## src/logic/pwc_pkg.sv

```systemverilog
// Constants shared by the pin and wake error configuration register bank.
package pwc_pkg;
  localparam logic [6:0] ADDR_PIN_CFG = 7'h1A;
  localparam logic [6:0] ADDR_WAKE_CFG = 7'h1B;
  localparam logic [6:0] ADDR_TIMER_CFG = 7'h1C;
  localparam logic [6:0] ADDR_SDO_CFG = 7'h29;
  localparam int BIT_SUPPLY_DIS = 6;
  localparam int BIT_FUNC_SEL = 5;
  localparam int BIT_FB_DIS = 4;
  localparam int BIT_METHOD_HI = 3;
  localparam int BIT_METHOD_LO = 2;
  localparam int BIT_FB_STROBE = 1;
  localparam int BIT_WAKE_MAX_OFF = 1;
  localparam int BIT_TIMER_OFF = 7;
  localparam int BIT_SILENCE_OFF = 2;
  localparam int BIT_SDO_MODE = 0;
  localparam logic [7:0] RST_PIN_CFG = 8'h00;
  localparam logic [7:0] RST_WAKE_CFG = 8'h00;
  localparam logic [7:0] RST_TIMER_CFG = 8'h04;
  localparam logic [7:0] RST_SDO_CFG = 8'h00;
  localparam logic [1:0] METHOD_THIRD = 2'h0;
  localparam logic [1:0] METHOD_FIRST = 2'h1;
  localparam logic [1:0] METHOD_STROBE = 2'h2;
  localparam logic [1:0] TRIG_COUNT_OFF = 2'h3;
  localparam logic [4:0] BITS_HEADER = 5'h08;
  localparam logic [4:0] BITS_FRAME = 5'h10;
  localparam int CLK_HZ = 40_000_000;
  localparam int WAKE_WINDOW_US = 1000;
  localparam int WAKE_WINDOW_CYC = (WAKE_WINDOW_US * (CLK_HZ / 1_000_000));
endpackage : pwc_pkg

```

## src/logic/pwc_regs.sv

```systemverilog
// Serial-accessed configuration bank for the shared supply and fallback pin and the wake timer.
`timescale 1ns/1ps
module pwc_regs #(
  parameter bit HAS_FALLBACK = 1'b1,
  parameter int WAKE_TIMER_CYCLES = pwc_pkg::WAKE_WINDOW_CYC
) (
  input wire logic clk_i, // System clock, 40 MHz.
  input wire logic rst_i, // Synchronous reset, active high.
  input wire logic sclk_i, // Serial clock pin.
  input wire logic cs_n_i, // Serial chip select pin, active low.
  input wire logic sdi_i, // Serial data in pin.
  input wire logic io_supply_pin_i, // High while the I/O supply is present.
  input wire logic interrupt_out_n_i, // Interrupt level to share on the serial out pin.
  input wire logic wd_good_trigger_i, // One-cycle pulse per correct watchdog trigger.
  input wire logic fallback_fault_i, // One-cycle pulse that switches the fallback output on.
  input wire logic wake_exit_i, // One-cycle pulse on leaving sleep through a wake event.
  input wire logic bus_silence_flag_i, // Bus silence flag level.
  output logic sdo_o, // Serial data out pin level.
  output logic sdo_oe_o, // Serial data out pin drive enable.
  output logic supply_enable_output_o, // Shared pin level, supply-enable function.
  output logic fallback_output_o, // Shared pin level, fallback function.
  output logic wake_max_pulse_check_off_o, // Wake maximum width check dropped.
  output logic wake_timer_running_o, // Sleep-wake-error timer running.
  output logic sleep_return_o // One-cycle pulse: go back to sleep.
);
  if (WAKE_TIMER_CYCLES < 2 || WAKE_TIMER_CYCLES > 32'h0FFF_FFFF) begin : g_bad_cycles
    $error("WAKE_TIMER_CYCLES out of range.");
  end

  logic sclk_s1_q, sclk_s2_q, sclk_s3_q, cs_s1_q, cs_s2_q, sdi_s1_q, sdi_s2_q, io_s1_q, io_s2_q;
  logic [4:0] bits_q, bits_d;
  logic [7:0] sin_q, sin_d, sout_q, sout_d, hdr_q, hdr_d;
  logic [7:0] pin_q, pin_d, wake_q, wake_d, tmr_q, tmr_d, sdoc_q, sdoc_d;
  logic fb_on_q, fb_on_d;
  logic [1:0] trig_q, trig_d;
  logic [27:0] cnt_q, cnt_d;
  logic run_q, run_d, sleep_q, sleep_d, sdo_q, sdo_d, oe_q, oe_d, sup_q, sup_d, fbo_q, fbo_d;
  logic active, rise, fall, frame_done, wr, strobe, fb_off;
  logic [7:0] shifted, rdata;

  always_ff @(posedge clk_i) begin
    sclk_s1_q <= sclk_i;
    sclk_s2_q <= sclk_s1_q;
    sclk_s3_q <= sclk_s2_q;
    cs_s1_q <= cs_n_i;
    cs_s2_q <= cs_s1_q;
    sdi_s1_q <= sdi_i;
    sdi_s2_q <= sdi_s1_q;
    io_s1_q <= io_supply_pin_i;
    io_s2_q <= io_s1_q;
  end

  // The serial port only needs the I/O supply, so it keeps working in sleep.
  assign active = !cs_s2_q && io_s2_q;
  assign rise = active && sclk_s2_q && !sclk_s3_q;
  assign fall = active && !sclk_s2_q && sclk_s3_q;
  assign shifted = {sin_q[6:0], sdi_s2_q};
  assign frame_done = rise && (bits_q == pwc_pkg::BITS_FRAME - 5'h01);
  assign wr = frame_done && hdr_q[0];

  always_comb begin
    unique case (hdr_q[7:1])
      pwc_pkg::ADDR_PIN_CFG: rdata = pin_q;
      pwc_pkg::ADDR_WAKE_CFG: rdata = wake_q;
      pwc_pkg::ADDR_TIMER_CFG: rdata = tmr_q;
      pwc_pkg::ADDR_SDO_CFG: rdata = sdoc_q;
      default: rdata = 8'h00;
    endcase
  end

  // Frame: header byte of address (7 bits) and write flag, then one data byte, MSB first.
  always_comb begin
    bits_d = bits_q;
    sin_d = sin_q;
    hdr_d = hdr_q;
    sout_d = sout_q;
    if (!active) begin
      bits_d = 5'h00;
    end else if (rise) begin
      sin_d = shifted;
      bits_d = frame_done ? 5'h00 : bits_q + 5'h01;
      if (bits_q == pwc_pkg::BITS_HEADER - 5'h01) begin
        hdr_d = shifted;
        sout_d = 8'h00;
      end
    end else if (fall && bits_q == pwc_pkg::BITS_HEADER) begin
      sout_d = rdata;
    end else if (fall && bits_q > pwc_pkg::BITS_HEADER) begin
      sout_d = {sout_q[6:0], 1'b0};
    end
  end

  always_ff @(posedge clk_i) begin
    if (rst_i) begin
      bits_q <= 5'h00;
      sin_q <= 8'h00;
      hdr_q <= 8'h00;
      sout_q <= 8'h00;
    end else begin
      bits_q <= bits_d;
      sin_q <= sin_d;
      hdr_q <= hdr_d;
      sout_q <= sout_d;
    end
  end

  // Register writes keep only the defined bits.
  always_comb begin
    pin_d = pin_q;
    wake_d = wake_q;
    tmr_d = tmr_q;
    sdoc_d = sdoc_q;
    strobe = 1'b0;
    if (wr) begin
      unique case (hdr_q[7:1])
        pwc_pkg::ADDR_PIN_CFG: begin
          pin_d = 8'h00;
          pin_d[pwc_pkg::BIT_SUPPLY_DIS] = shifted[pwc_pkg::BIT_SUPPLY_DIS];
          if (HAS_FALLBACK) begin
            pin_d[pwc_pkg::BIT_FUNC_SEL] = shifted[pwc_pkg::BIT_FUNC_SEL];
            pin_d[pwc_pkg::BIT_FB_DIS] = shifted[pwc_pkg::BIT_FB_DIS];
            pin_d[pwc_pkg::BIT_METHOD_HI] = shifted[pwc_pkg::BIT_METHOD_HI];
            pin_d[pwc_pkg::BIT_METHOD_LO] = shifted[pwc_pkg::BIT_METHOD_LO];
            strobe = shifted[pwc_pkg::BIT_FB_STROBE];
          end
        end
        pwc_pkg::ADDR_WAKE_CFG: begin
          wake_d = 8'h00;
          wake_d[pwc_pkg::BIT_WAKE_MAX_OFF] = shifted[pwc_pkg::BIT_WAKE_MAX_OFF];
        end
        pwc_pkg::ADDR_TIMER_CFG: begin
          tmr_d = 8'h00;
          tmr_d[pwc_pkg::BIT_TIMER_OFF] = shifted[pwc_pkg::BIT_TIMER_OFF];
          tmr_d[pwc_pkg::BIT_SILENCE_OFF] = shifted[pwc_pkg::BIT_SILENCE_OFF];
        end
        pwc_pkg::ADDR_SDO_CFG: begin
          sdoc_d = 8'h00;
          sdoc_d[pwc_pkg::BIT_SDO_MODE] = shifted[pwc_pkg::BIT_SDO_MODE];
        end
        default: begin
        end
      endcase
    end
  end

  always_ff @(posedge clk_i) begin
    if (rst_i) begin
      pin_q <= pwc_pkg::RST_PIN_CFG;
      wake_q <= pwc_pkg::RST_WAKE_CFG;
      tmr_q <= pwc_pkg::RST_TIMER_CFG;
      sdoc_q <= pwc_pkg::RST_SDO_CFG;
    end else begin
      pin_q <= pin_d;
      wake_q <= wake_d;
      tmr_q <= tmr_d;
      sdoc_q <= sdoc_d;
    end
  end

  // Fallback output: a fault switches it on and wins over a turn-off in the same cycle.
  always_comb begin
    unique case (pin_q[pwc_pkg::BIT_METHOD_HI:pwc_pkg::BIT_METHOD_LO])
      pwc_pkg::METHOD_THIRD: fb_off = wd_good_trigger_i && trig_q == pwc_pkg::TRIG_COUNT_OFF - 2'h1;
      pwc_pkg::METHOD_FIRST: fb_off = wd_good_trigger_i;
      default: fb_off = 1'b0;
    endcase
    // The strobe obeys the method written with it, so one write can select the method and fire it.
    if (strobe && pin_d[pwc_pkg::BIT_METHOD_HI:pwc_pkg::BIT_METHOD_LO] == pwc_pkg::METHOD_STROBE) begin
      fb_off = 1'b1;
    end
    fb_on_d = fb_on_q;
    trig_d = trig_q;
    if (fallback_fault_i && HAS_FALLBACK) begin
      fb_on_d = 1'b1;
      trig_d = 2'h0;
    end else if (fb_off) begin
      fb_on_d = 1'b0;
      trig_d = 2'h0;
    end else if (fb_on_q && wd_good_trigger_i && trig_q != pwc_pkg::TRIG_COUNT_OFF) begin
      trig_d = trig_q + 2'h1;
    end
    sup_d = !pin_q[pwc_pkg::BIT_FUNC_SEL] && !pin_q[pwc_pkg::BIT_SUPPLY_DIS];
    fbo_d = pin_q[pwc_pkg::BIT_FUNC_SEL] && !pin_q[pwc_pkg::BIT_FB_DIS] && fb_on_q;
  end

  always_ff @(posedge clk_i) begin
    if (rst_i) begin
      fb_on_q <= 1'b0;
      trig_q <= 2'h0;
      sup_q <= 1'b0;
      fbo_q <= 1'b0;
    end else begin
      fb_on_q <= fb_on_d;
      trig_q <= trig_d;
      sup_q <= sup_d;
      fbo_q <= fbo_d;
    end
  end

  // Sleep-wake-error timer; any completed serial frame stops it.
  always_comb begin
    run_d = run_q;
    cnt_d = cnt_q;
    sleep_d = 1'b0;
    if (run_q) begin
      if (frame_done) begin
        run_d = 1'b0;
      end else if (!tmr_q[pwc_pkg::BIT_SILENCE_OFF] && !bus_silence_flag_i) begin
        cnt_d = 28'h0;
      end else if (cnt_q == 28'(WAKE_TIMER_CYCLES - 1)) begin
        run_d = 1'b0;
        sleep_d = 1'b1;
      end else begin
        cnt_d = cnt_q + 28'h1;
      end
    end else if (wake_exit_i && !tmr_q[pwc_pkg::BIT_TIMER_OFF]) begin
      run_d = 1'b1;
      cnt_d = 28'h0;
    end
  end

  always_ff @(posedge clk_i) begin
    if (rst_i) begin
      run_q <= 1'b1;
      cnt_q <= 28'h0;
      sleep_q <= 1'b0;
    end else begin
      run_q <= run_d;
      cnt_q <= cnt_d;
      sleep_q <= sleep_d;
    end
  end

  // Serial out pin sharing with the interrupt level.
  always_comb begin
    oe_d = active || (io_s2_q && sdoc_q[pwc_pkg::BIT_SDO_MODE]);
    sdo_d = active ? sout_q[7] : (sdoc_q[pwc_pkg::BIT_SDO_MODE] && interrupt_out_n_i);
  end

  always_ff @(posedge clk_i) begin
    if (rst_i) begin
      sdo_q <= 1'b0;
      oe_q <= 1'b0;
    end else begin
      sdo_q <= sdo_d;
      oe_q <= oe_d;
    end
  end

  assign sdo_o = sdo_q;
  assign sdo_oe_o = oe_q;
  assign supply_enable_output_o = sup_q;
  assign fallback_output_o = fbo_q;
  assign wake_max_pulse_check_off_o = wake_q[pwc_pkg::BIT_WAKE_MAX_OFF];
  assign wake_timer_running_o = run_q;
  assign sleep_return_o = sleep_q;
endmodule : pwc_regs

```

## config.mk

```make
export PLATFORM = sky130hd
export DESIGN_NAME = pwc_regs
export DESIGN_NICKNAME = d
export VERILOG_FILES = /design/src/logic/pwc_pkg.sv /design/src/logic/pwc_regs.sv
export SDC_FILE = /design/constraint.sdc
export NUM_CORES = 1
export LEC_CHECK = 0
export BUFFER_PORTS_ARGS = -buffer_cell sky130_fd_sc_hd__clkbuf_2
export CORE_AREA = 10 10 94 96
export CTS_BUF_LIST = sky130_fd_sc_hd__clkbuf_8
export DETAILED_ROUTE_END_ITERATION = 10
export DIE_AREA = 0 0 104 106
export PLACE_DENSITY_LB_ADDON = 0.25
export SLEW_MARGIN = 5
export SYNTH_ARGS = -nofsm -noshare
export SYNTH_HDL_FRONTEND = slang
export SYNTH_SLANG_ARGS = --single-unit
```

## constraint.sdc

```tcl
create_clock -name clk_i -period 2.45 [get_ports clk_i]
set_input_delay 0.3675 -clock clk_i [delete_from_list [all_inputs] [get_ports clk_i]]
set_output_delay 0.3675 -clock clk_i [all_outputs]
set_load 0.005 [all_outputs]
```

# After elaboration in Yosys (flattened, before gate mapping)
# Index checks and enable logic that the tools add are counted.
# op_classes
n_mux,26
reduce_logical,45
magnitude_cmp,1
eq_ne,15
add_sub_neg,3
n_bitwise,2
# ops
cell,n
$mux W28,5
$mux W8,4
$pmux W8 S4,1
$add A28 B1 Y28 const B,1
$eq A28 B16 Y1 const B,1
$eq A7 B5 Y1 const B,3
$logic_and A1 B1 Y1,20
$mux W1,12
$eq A5 B4 Y1 const B,2
$reduce_and A2 Y1,5
$logic_not A1 Y1,9
$reduce_and A3 Y1,3
$mux W4,2
$eq A7 B6 Y1 const B,1
$add A5 B1 Y5 const B,1
$eq A5 B3 Y1 const B,1
$gt A5 B4 Y1 const B,1
$mux W5,1
$eq A2 B2 Y1 const B,2
$ne A2 B2 Y1 const B,2
$reduce_bool A2 Y1,2
$reduce_or A4 Y1,1
$ne A3 B3 Y1 const B,1
$reduce_bool A3 Y1,1
9 further kinds,10
# word_totals
elab_cells,119
in_bits,11
ff_bits,83

# Longest topological paths before layout
# Gate-level depths: netlist of the first run.
# logic_depth
depth_word,12
mapped_depth,8
depth_no_buf,7

# Worst setup path before layout of the first run
# Ideal clock, no wire load.
# synth_timing
kind,register to register
startpoint,reg cnt_q[8]
endpoint,reg cnt_q[20]
synth_period_minus_slack_ps,2369
setup_slack_ps,81
setup_ps,120
path_stages_with_launch,6
t_required_ps,2330
arrival_time_ps,2249
path_cell_list,dfxtp_1 > or4_1 > or4_4 > or3_4 > and4_1 > a211o_1
# synth_via
elab_chain_cells,5
elab_cells_between_ends,8
cone_classes,add/sub (1); eq/ne (2); mux (4); reduce/logical (1)
# synth_rtl
element,line,source
from (decl),pwc_regs.sv:36,"logic [27:0] cnt_q, cnt_d;"
from (signal assigned),pwc_regs.sv:229,cnt_q <= cnt_d;
$add A28 B1 Y28,pwc_regs.sv:214,cnt_d = cnt_q + 28'h1;
$mux W28,pwc_regs.sv:210,end else if (cnt_q == 28'(WAKE_TIMER_CYCLES - 1)) begin
$mux W28,pwc_regs.sv:208,end else if (!tmr_q[pwc_pkg::BIT_SILENCE_OFF] && !bus_silence_flag_i) begin
$mux W28,pwc_regs.sv:206,if (frame_done) begin
$mux W28,pwc_regs.sv:205,if (run_q) begin
# Parallel ways exist; a longest one is shown, timed or not. The select of a mux whose other input is x is not followed.
# A chain may end at the register's enable or synchronous reset.

# Final worst setup path of the first run
# layout_timing
startpoint,reg cnt_q[23]
endpoint,reg cnt_q[22]
# layout_via
elab_chain_cells,3
# layout_rtl
element,line
$eq A28 B16 Y1,pwc_regs.sv:210
$ne A3 B3 Y1 (no line),n/a
$reduce_and A3 Y1 (no line),n/a
# No other way between the ends.

==> impl_results.md, run 1 <==
- Synth Area in Simple Gates: between 20 and 30%
- Sw frac: about 23%
- Syn avg cell area: between 8 and 9 sq um
- Global-route wire length before repair: between 15000 and 20000 um
- Final Setup Violations: 0
- Distinct cell type count after synthesis: 57
- Fin util: between 60% and 70%
- Antenna violations before repair: 0
- Met3 Track Usage GR: roughly 3.0%
- Setup TNS: 0 ns
- Final hold vios: 0
- Total clock sinks: between 80 and 90
- Worst Tran Pin Value: 0.770 ns
- CP Cell Sequence: or4_1 > or4_4 > or3_4 > and4_1 > a221o_1
- WL final: slightly below 9000 um
- Largest net degree at the start of global routing: 40
- Critical path's top delay family: simple AND/OR/NAND/NOR gates
- Net Switching: ~0.58 mW
- Initial Utilization: around 53%
- Combinational share of power: approximately 4.0%
- Buffers plus inverters on the worst setup path: 0
- Pre-CTS WS: between 0.01 and 0.015 ns
- Hold_buf cts: 0
- Min-delay src: sdi_i
- Clk Latency, worst-skew pair: about 0.36 ns
- Slowest stage delay, CP: about 0.56 ns
- Total Routing Usage GR: between 10% and 20%
- RSZ-0062 raised after global routing: false
- Adder-Cell Fraction of Synth Area: between 1.5 and 2%
- Async S/R FF share, synth: 0%
- Maximum clock frequency: around 0.42 GHz
- WS Path Type: reg -> reg
- Flop pwr share: 53.8%
- M2 GR Usage: a little over a quarter
- Fin area: about 0.0044 sq mm
- Critical-path top delay cell: or4_4
- Post-synthesis compound-gate area fraction: between 10% and 20%
- Largest family of logic cells by synthesized area: simple AND/OR/NAND/NOR gates
- Drc violations: 0
- Hold Crit Class: in -> reg
- R2R Path Start: cnt_q[23]$_SDFFE_PP0P_
- CP Launch Type: flip-flop
- Synth-to-Final Area Change: 17.1%
- Max Cap Viol: 0
- Vias in the first global route: about 3.3k
- Core area: around 0.0071 sq mm
- CTS Buf Count: 9
- Post-layout minimum cycle time: 2.37 ns
- PortBufs: 17
- Setup Buffers After CTS: 0
- YS warnings: 0
- Num rows: 31
- Clock input transition at the sequential cells of the worst setup and hold paths: 0.09 ns
- Drt pass-1 iters: 4
- Ratio of cells with drive above 1 in the final layout: between 15 and 20%
- Diodes inserted: 0
- Chip width: approximately 100 um
- Synth Register Bits: between 80 and 90
- Root buf cell: clkbuf_8
- Hold Worst Slack: 0.101 ns
- Slew headroom: roughly half
- Synthesized area: ~0.0038 sq mm
- Final ANT Viol Nets: 0
- Area of placed instances: between 0.004 and 0.005 sq mm
- Clock power frac: 42.2%
- Pins Over Slew Limit: 0
- CTS Buffer Depth: 2
- Clk_skew: 0.00931 ns
- Worst Path Arrival: about 2.6 ns
- Post-Synth XOR/XNOR Area: 1.17%
- Dpl hpwl: 6360 um
- GRT Residual Overflow: 0
- Crit. End Element: flip-flop
- GRT busiest layer: met2
- WL per Instance: between 15 and 20 um
- CTS tree: built
- Worst Path Required: 2.70 ns
- Post-synthesis mux area share: roughly 5.1%
- CTS H-tree lvls: 3
- Pwr Density: about 580 mW/mm^2
- Drt initial violations: between 150 and 200
- Mapped Nets: 437
- CP max FO: 6
- Sequential share of the synthesized area: roughly 44%
- Routed vias: 3341
- Ys flop type: dfxtp_1
- Post-Layout Cell Count: between 500 and 600
- M1 GR Usage: 22.1%
- EDFF count, synth: 0
- Die Y: roughly 110 um
- Status: complete, no violations
- DR vias/cell: 5.85
- Mapped Cells: 421
- Leak Pwr: 1.66 nW
- Maximum vdd drop: just under 0.0004 V
- DP Cell Count: ~560
- Tcrit/Tclk final: between 90% and 100%
- Min setup slack post-route: around 0.077 ns
- Critical path origin: cnt_q[23]$_SDFFE_PP0P_
- Internal power: between 1.5 and 2 mW
- Ports: 18
- Die area: between 0.01 and 0.015 sq mm
- Layout net count: slightly below 500
- RD Place Congestion: roughly 0.86
- Total power: 2.56 mW
power by group through the flow:
stage / combinational (mW) / sequential [mW] / clock (mW)
after floorplan: 0.0553 / 1.41 / 0
after global placement: 0.100 / 1.41 / 0
after detailed placement: 0.102 / 1.41 / 0
after CTS: 0.102 / 1.38 / 1.09
after global routing: 0.114 / 1.38 / 1.15
final: 0.103 / 1.38 / 1.08
synth_stat cells (3+ instances only):
| master | n | area share [%] |
|---|---|---|
| nand3b_1 | 4 | 0.80 |
| nor3_1 | 10 | 1.3 |
| or4b_2 | 3 | 0.80 |
| o2bb2ai_1 | 7 | 1.6 |
| nor4_1 | 13 | 2.2 |
| nor3b_1 | 3 | 0.60 |
| a211o_1 | 5 | 1.2 |
| ha_1 | 5 | 1.7 |
| nand3_1 | 11 | 1.5 |
| o31a_1 | 4 | 0.93 |
| xnor2_1 | 3 | 0.70 |
| nand2_1 | 42 | 4.2 |
| dfxtp_1 | 83 | 44 |
| a22oi_1 | 5 | 1.0 |
| a31oi_1 | 15 | 2.5 |
| o21ai_0 | 6 | 0.80 |
| nor2b_1 | 6 | 1.0 |
| nand4_1 | 10 | 1.7 |
| nand2b_1 | 9 | 1.5 |
| o21ai_1 | 5 | 0.67 |
| o211ai_1 | 6 | 1.2 |
| and3_1 | 3 | 0.50 |
| clkbuf_1 | 15 | 1.5 |
| nor2_1 | 37 | 3.7 |
| inv_1 | 16 | 1.6 |
| or3_1 | 6 | 1.0 |
| a221o_1 | 5 | 1.3 |
| or4_1 | 7 | 1.4 |
| and4_1 | 7 | 1.6 |
| mux2i_1 | 19 | 5.1 |
| a211oi_1 | 3 | 0.60 |
| a21oi_1 | 14 | 1.9 |
cell families after synthesis:
family / count (synthesis)
xor+xnor: 5
compound gates: 88
flops: 83
buf+inv: 35
fa+ha+maj: 5
simple gates: 186
mux: 19
layout make-up:
| class | count | area (sq um) |
|---|---|---|
| sequential | 83 | 1660 |
| fill | 653 | 2660 |
| multi-input combinational | 303 | 1980 |
| clock inverter | 7 | 92.6 |
| clock buffer | 9 | 124 |
| timing repair buffer | 53 | 355 |
| tap | 99 | 124 |
| inverter | 17 | 63.8 |
metal layers:
metal | wire, um | vias up
met3 | 486 | 10
met1 | 4280 | 1587
met4 | 114 | 0
met2 | 4010 | 85
li1 | - | 1659
met5 | 0 | -
cell usage in the layout, fill, tap and decap left out, types with 7 or more instances in the layout:
cell type	count
clkbuf_2	17
inv_1	18
and4_1	7
nor3_1	10
or4_1	7
nor2_1	35
buf_4	36
a31oi_1	15
mux2i_1	19
o2bb2ai_1	7
nor4_1	11
a21oi_1	14
nand2_1	42
dfxtp_1	83
nand4_1	10
nand3_1	11
nand2b_1	9
clkbuf_8	9
state kept, by name, indices dropped and copies added (netlist names), 2 cells and up:
signal and flops:
bits_q 5, cnt_q 28, hdr_q 8, pin_q 5
sin_q 7, sout_q 8, tmr_q 2, trig_q 2
path summary, 6_finish.rpt:
check | endpoint | slack, ns | depth (start not counted)
setup / recovery | cnt_q[22]$_SDFFE_PP0P_ | 0.08 | 5
hold / removal | sdi_s1_q$_DFF_P_ | 0.10 | 1
setup reg to reg | cnt_q[22]$_SDFFE_PP0P_ | 0.08 | 5
hold reg to reg | cs_s2_q$_DFF_P_ | 0.33 | 0
worst reg2reg max path, cell delays in order (launching register included):
cell	delay, ns
dfxtp_1	0.35
or4_1	0.52
or4_4	0.56
or3_4	0.38
and4_1	0.20
a221o_1	0.26
what timing repair did:
action | CTS | global route
setup endpoints to repair | 2 | 13
pin swaps | 1 | 3
gates resized for setup | 0 | 5
No activity file was read; power rests on OpenSTA's default activity.
==> run 2: changes to the inputs <==
--- a/config.mk
+++ b/config.mk
@@ -10,7 +10,8 @@
 export CTS_BUF_LIST = sky130_fd_sc_hd__clkbuf_8
 export DETAILED_ROUTE_END_ITERATION = 10
 export DIE_AREA = 0 0 104 106
-export PLACE_DENSITY_LB_ADDON = 0.25
+export PLACE_DENSITY_LB_ADDON = 0.08
+export RECOVER_POWER = 100
 export SLEW_MARGIN = 5
 export SYNTH_ARGS = -nofsm -noshare
 export SYNTH_HDL_FRONTEND = slang
==> constraint.sdc (replaced) <==
create_clock -name clk_i -period 2.45 [get_ports clk_i]
set_input_delay 0.6125 -clock clk_i [delete_from_list [all_inputs] [get_ports clk_i]]
set_output_delay 0.6125 -clock clk_i [all_outputs]
set_load 0.005 [all_outputs]
==> run 2 against run 1 <==
Register-to-register slack is essentially flat. Sequential cell count stayed put. Design area increased by 0.82%. Largest cell class unchanged. Routed wire length is 0.17% lower. Critical path depth rose by 2. Worst setup slack about the same. Via count down 1.4%. Sequential share of layout area decreased by 0.31 points. Clock skew rose by 0.0031 ns. Cell count increased by 1.1%.
==> impl_results.md, run 2 (synthesized netlist as in run 1, its figures left out) <==
- Most frequent cells in the layout: 83 x dfxtp_1, 42 x nand2_1, 35 x nor2_1, 35 x buf_4, 19 x mux2i_1
- Pins Over Slew Limit: 0 (unchanged)
- Max Cap Viol: 0 (unchanged)
- Final Setup Violations: 0 (unchanged)
- Sw frac: 23.7% (+1.2 points)
- Fin area: 0.00444 sq mm (+0.82%)
- Vias in the first global route: 3188 (-3.4%)
- Chip width: 104 um (unchanged)
- Slowest stage delay, CP: 0.56 ns (about the same)
- Pwr Density: 565 mW/mm^2 (-2.8%)
- CTS H-tree lvls: 3 (unchanged)
- Buffers plus inverters on the worst setup path: 2 (+2)
- Synth-to-Final Area Change: 18.1%
- WL final: 8870 um (-0.17%)
- Ports: 18 (unchanged)
- Critical-path top delay cell: or4_4
- Min setup slack post-route: 0.0774 ns (+0.0000626 ns)
- Post-layout minimum cycle time: 2.37 ns (-0.0000626 ns)
- Clk Latency, worst-skew pair: 0.37 ns (about the same)
- Hold Crit Class: reg -> reg
- Final hold vios: 0 (unchanged)
- Crit. End Element: flip-flop
- Status: complete, no violations
- CP Launch Type: flip-flop
- Antenna violations before repair: 0 (unchanged)
- Dpl hpwl: 6330 um (-0.55%)
- Worst Path Arrival: 2.68 ns (+0.06 ns)
- Worst Tran Pin Value: 0.608 ns (-0.162 ns)
- Register-to-Register Path Depth: 7 (+2)
- Pre-CTS WS: -0.00837 ns (-0.0192 ns)
- Leak Pwr: 1.65 nW (-0.15%)
- Die Y: 106 um (unchanged)
- Most common cell after layout, fill and taps aside: dfxtp_1
- Initial Utilization: 53.2% (unchanged)
- Biggest register: cnt_q
- DR vias/cell: 5.71 (-2.4%)
- Area of placed instances: 0.00418 sq mm (+0.36%)
- Drt pass-1 iters: 4 (unchanged)
- Worst Path Required: 2.76 ns (+0.06 ns)
- Maximum clock frequency: 0.421 GHz (about the same)
- Drc violations: 0 (unchanged)
- Post-Layout Cell Count: 577 (+1.1%)
- CTS tree: built
- Routed vias: 3295 (-1.4%)
- Fin util: 62.8% (+0.51 points)
- Final ANT Viol Nets: 0 (unchanged)
- CTS Buffer Depth: 2 (unchanged)
- Fillers: 653 (unchanged)
- Drt initial violations: 117 (-32%)
- WS Path Type: reg -> reg
- Total clock sinks: 83 (unchanged)
- Flop pwr share: 54.9% (+1.1 points)
- Internal power: 1.91 mW (-3.5%)
- GRT Residual Overflow: 0 (unchanged)
- Slew headroom: 59.5% (+11 points)
- Tcrit/Tclk final: 96.8% (about the same)
- RD Place Congestion: 0.834 (-3.2%)
- Clock input transition at the sequential cells of the worst setup and hold paths: 0.09 ns (about the same)
- Setup TNS: 0 ns (unchanged)
- Total Routing Usage GR: 16.3% (-0.20 points)
- Clk_skew: 0.0124 ns (+0.00313 ns)
- Total power: 2.51 mW (-2.0%)
- WL per Instance: 15.4 um (-1.2%)
- PortBufs: 17 (unchanged)
- Diodes inserted: 0 (unchanged)
- CP Cell Sequence: or4_1 > or4_4 > nor3_4 > buf_12 > o21a_2 > buf_4 > a221o_1
- CP max FO: 7 (+1)
- Global-route wire length before repair: 15100 um (-3.4%)
- Max reg flops: 28 (unchanged)
- Critical Path Stages: 7 (+2)
- DP Cell Count: 557 (+0.36%)
- Maximum vdd drop: 0.000367 V (-7.3%)
- Root buf cell: clkbuf_8
- Ratio of cells with drive above 1 in the final layout: 17.2% (-0.85 points)
- Largest net degree at the start of global routing: 39 (-2.5%)
- Combinational share of power: 4.1% (about the same)
- WHS Path Cells: 0 (-1)
- Critical path's top delay family: simple AND/OR/NAND/NOR gates
- CTS Buf Count: 9 (unchanged)
- Clock power frac: 41.0% (-1.2 points)
- Num rows: 31 (unchanged)
- Hold Worst Slack: 0.332 ns (+0.231 ns)
- Core area: 0.00706 sq mm (unchanged)
- Net Switching: 0.594 mW (+3.0%)
- Layout net count: 489 (+1.2%)
- Largest registers: cnt_q: 28 flops, hdr_q: 8 flops, sout_q: 8 flops
- Die area: 0.0110 sq mm (unchanged)
## run 2: cell types whose count changed in the layout (fill, tap and decap cells not counted), sizes merged
cell,delta
inv,-2
bufinv,-1
buf,+2
clkinvlp,+2
clkbuf,+5
## run 2: worst paths after layout
kind / from / end / slack (ns)
max: cnt_q[22]$_SDFFE_PP0P_ / cnt_q[22]$_SDFFE_PP0P_ / 0.08
min: io_s1_q$_DFF_P_ / io_s2_q$_DFF_P_ / 0.33
max reg2reg: cnt_q[22]$_SDFFE_PP0P_ / cnt_q[22]$_SDFFE_PP0P_ / 0.08
min reg2reg: io_s1_q$_DFF_P_ / io_s2_q$_DFF_P_ / 0.33
## run 2: what timing repair did
| item | 4_1_cts | 5_1_grt |
|---|---|---|
| pin swaps | 1 | 4 |
| setup buffers | 0 | 4 |
| hold buffers | 0 | 0 |
| endpoints found under the setup margin | 5 | 17 |
| gates resized for setup | 0 | 10 |
## run 2: layout make-up
cell class	instances	area [sq um]	share of cell area (%)
clock buffers	10	138	3.10
clock inverters	6	70.1	1.58
inverters	17	66.3	1.50
multi-input cells	303	1980	44.6
flip-flops and latches	83	1660	37.5
well taps	99	124	2.79
repair buffers	59	399	9.00
## run 2: metal layers
layer  part of all wire, %  GRT usage, %
met1                    45          19.3
met2                    50          28.2
met5                     0             0
met3                   2.8          2.96
met4                   2.0          7.85
## run 2: worst register-to-register path, cell delays in order, from the launching register on
cell and delay (ns):
dfxtp_1 0.31, or4_1 0.54, or4_4 0.56, nor3_4 0.28, buf_12 0.16, o21a_2 0.17, buf_4 0.17, a221o_1 0.14
## run 2: power by group through the flow
stage,Combinational (mW),Sequential (mW),Clock (mW)
finish,0.102,1.38,1.03
global route,0.113,1.38,1.11
CTS,0.103,1.38,1.05
detailed placement,0.102,1.41,0
global placement,0.100,1.41,0
floorplan,0.0553,1.41,0
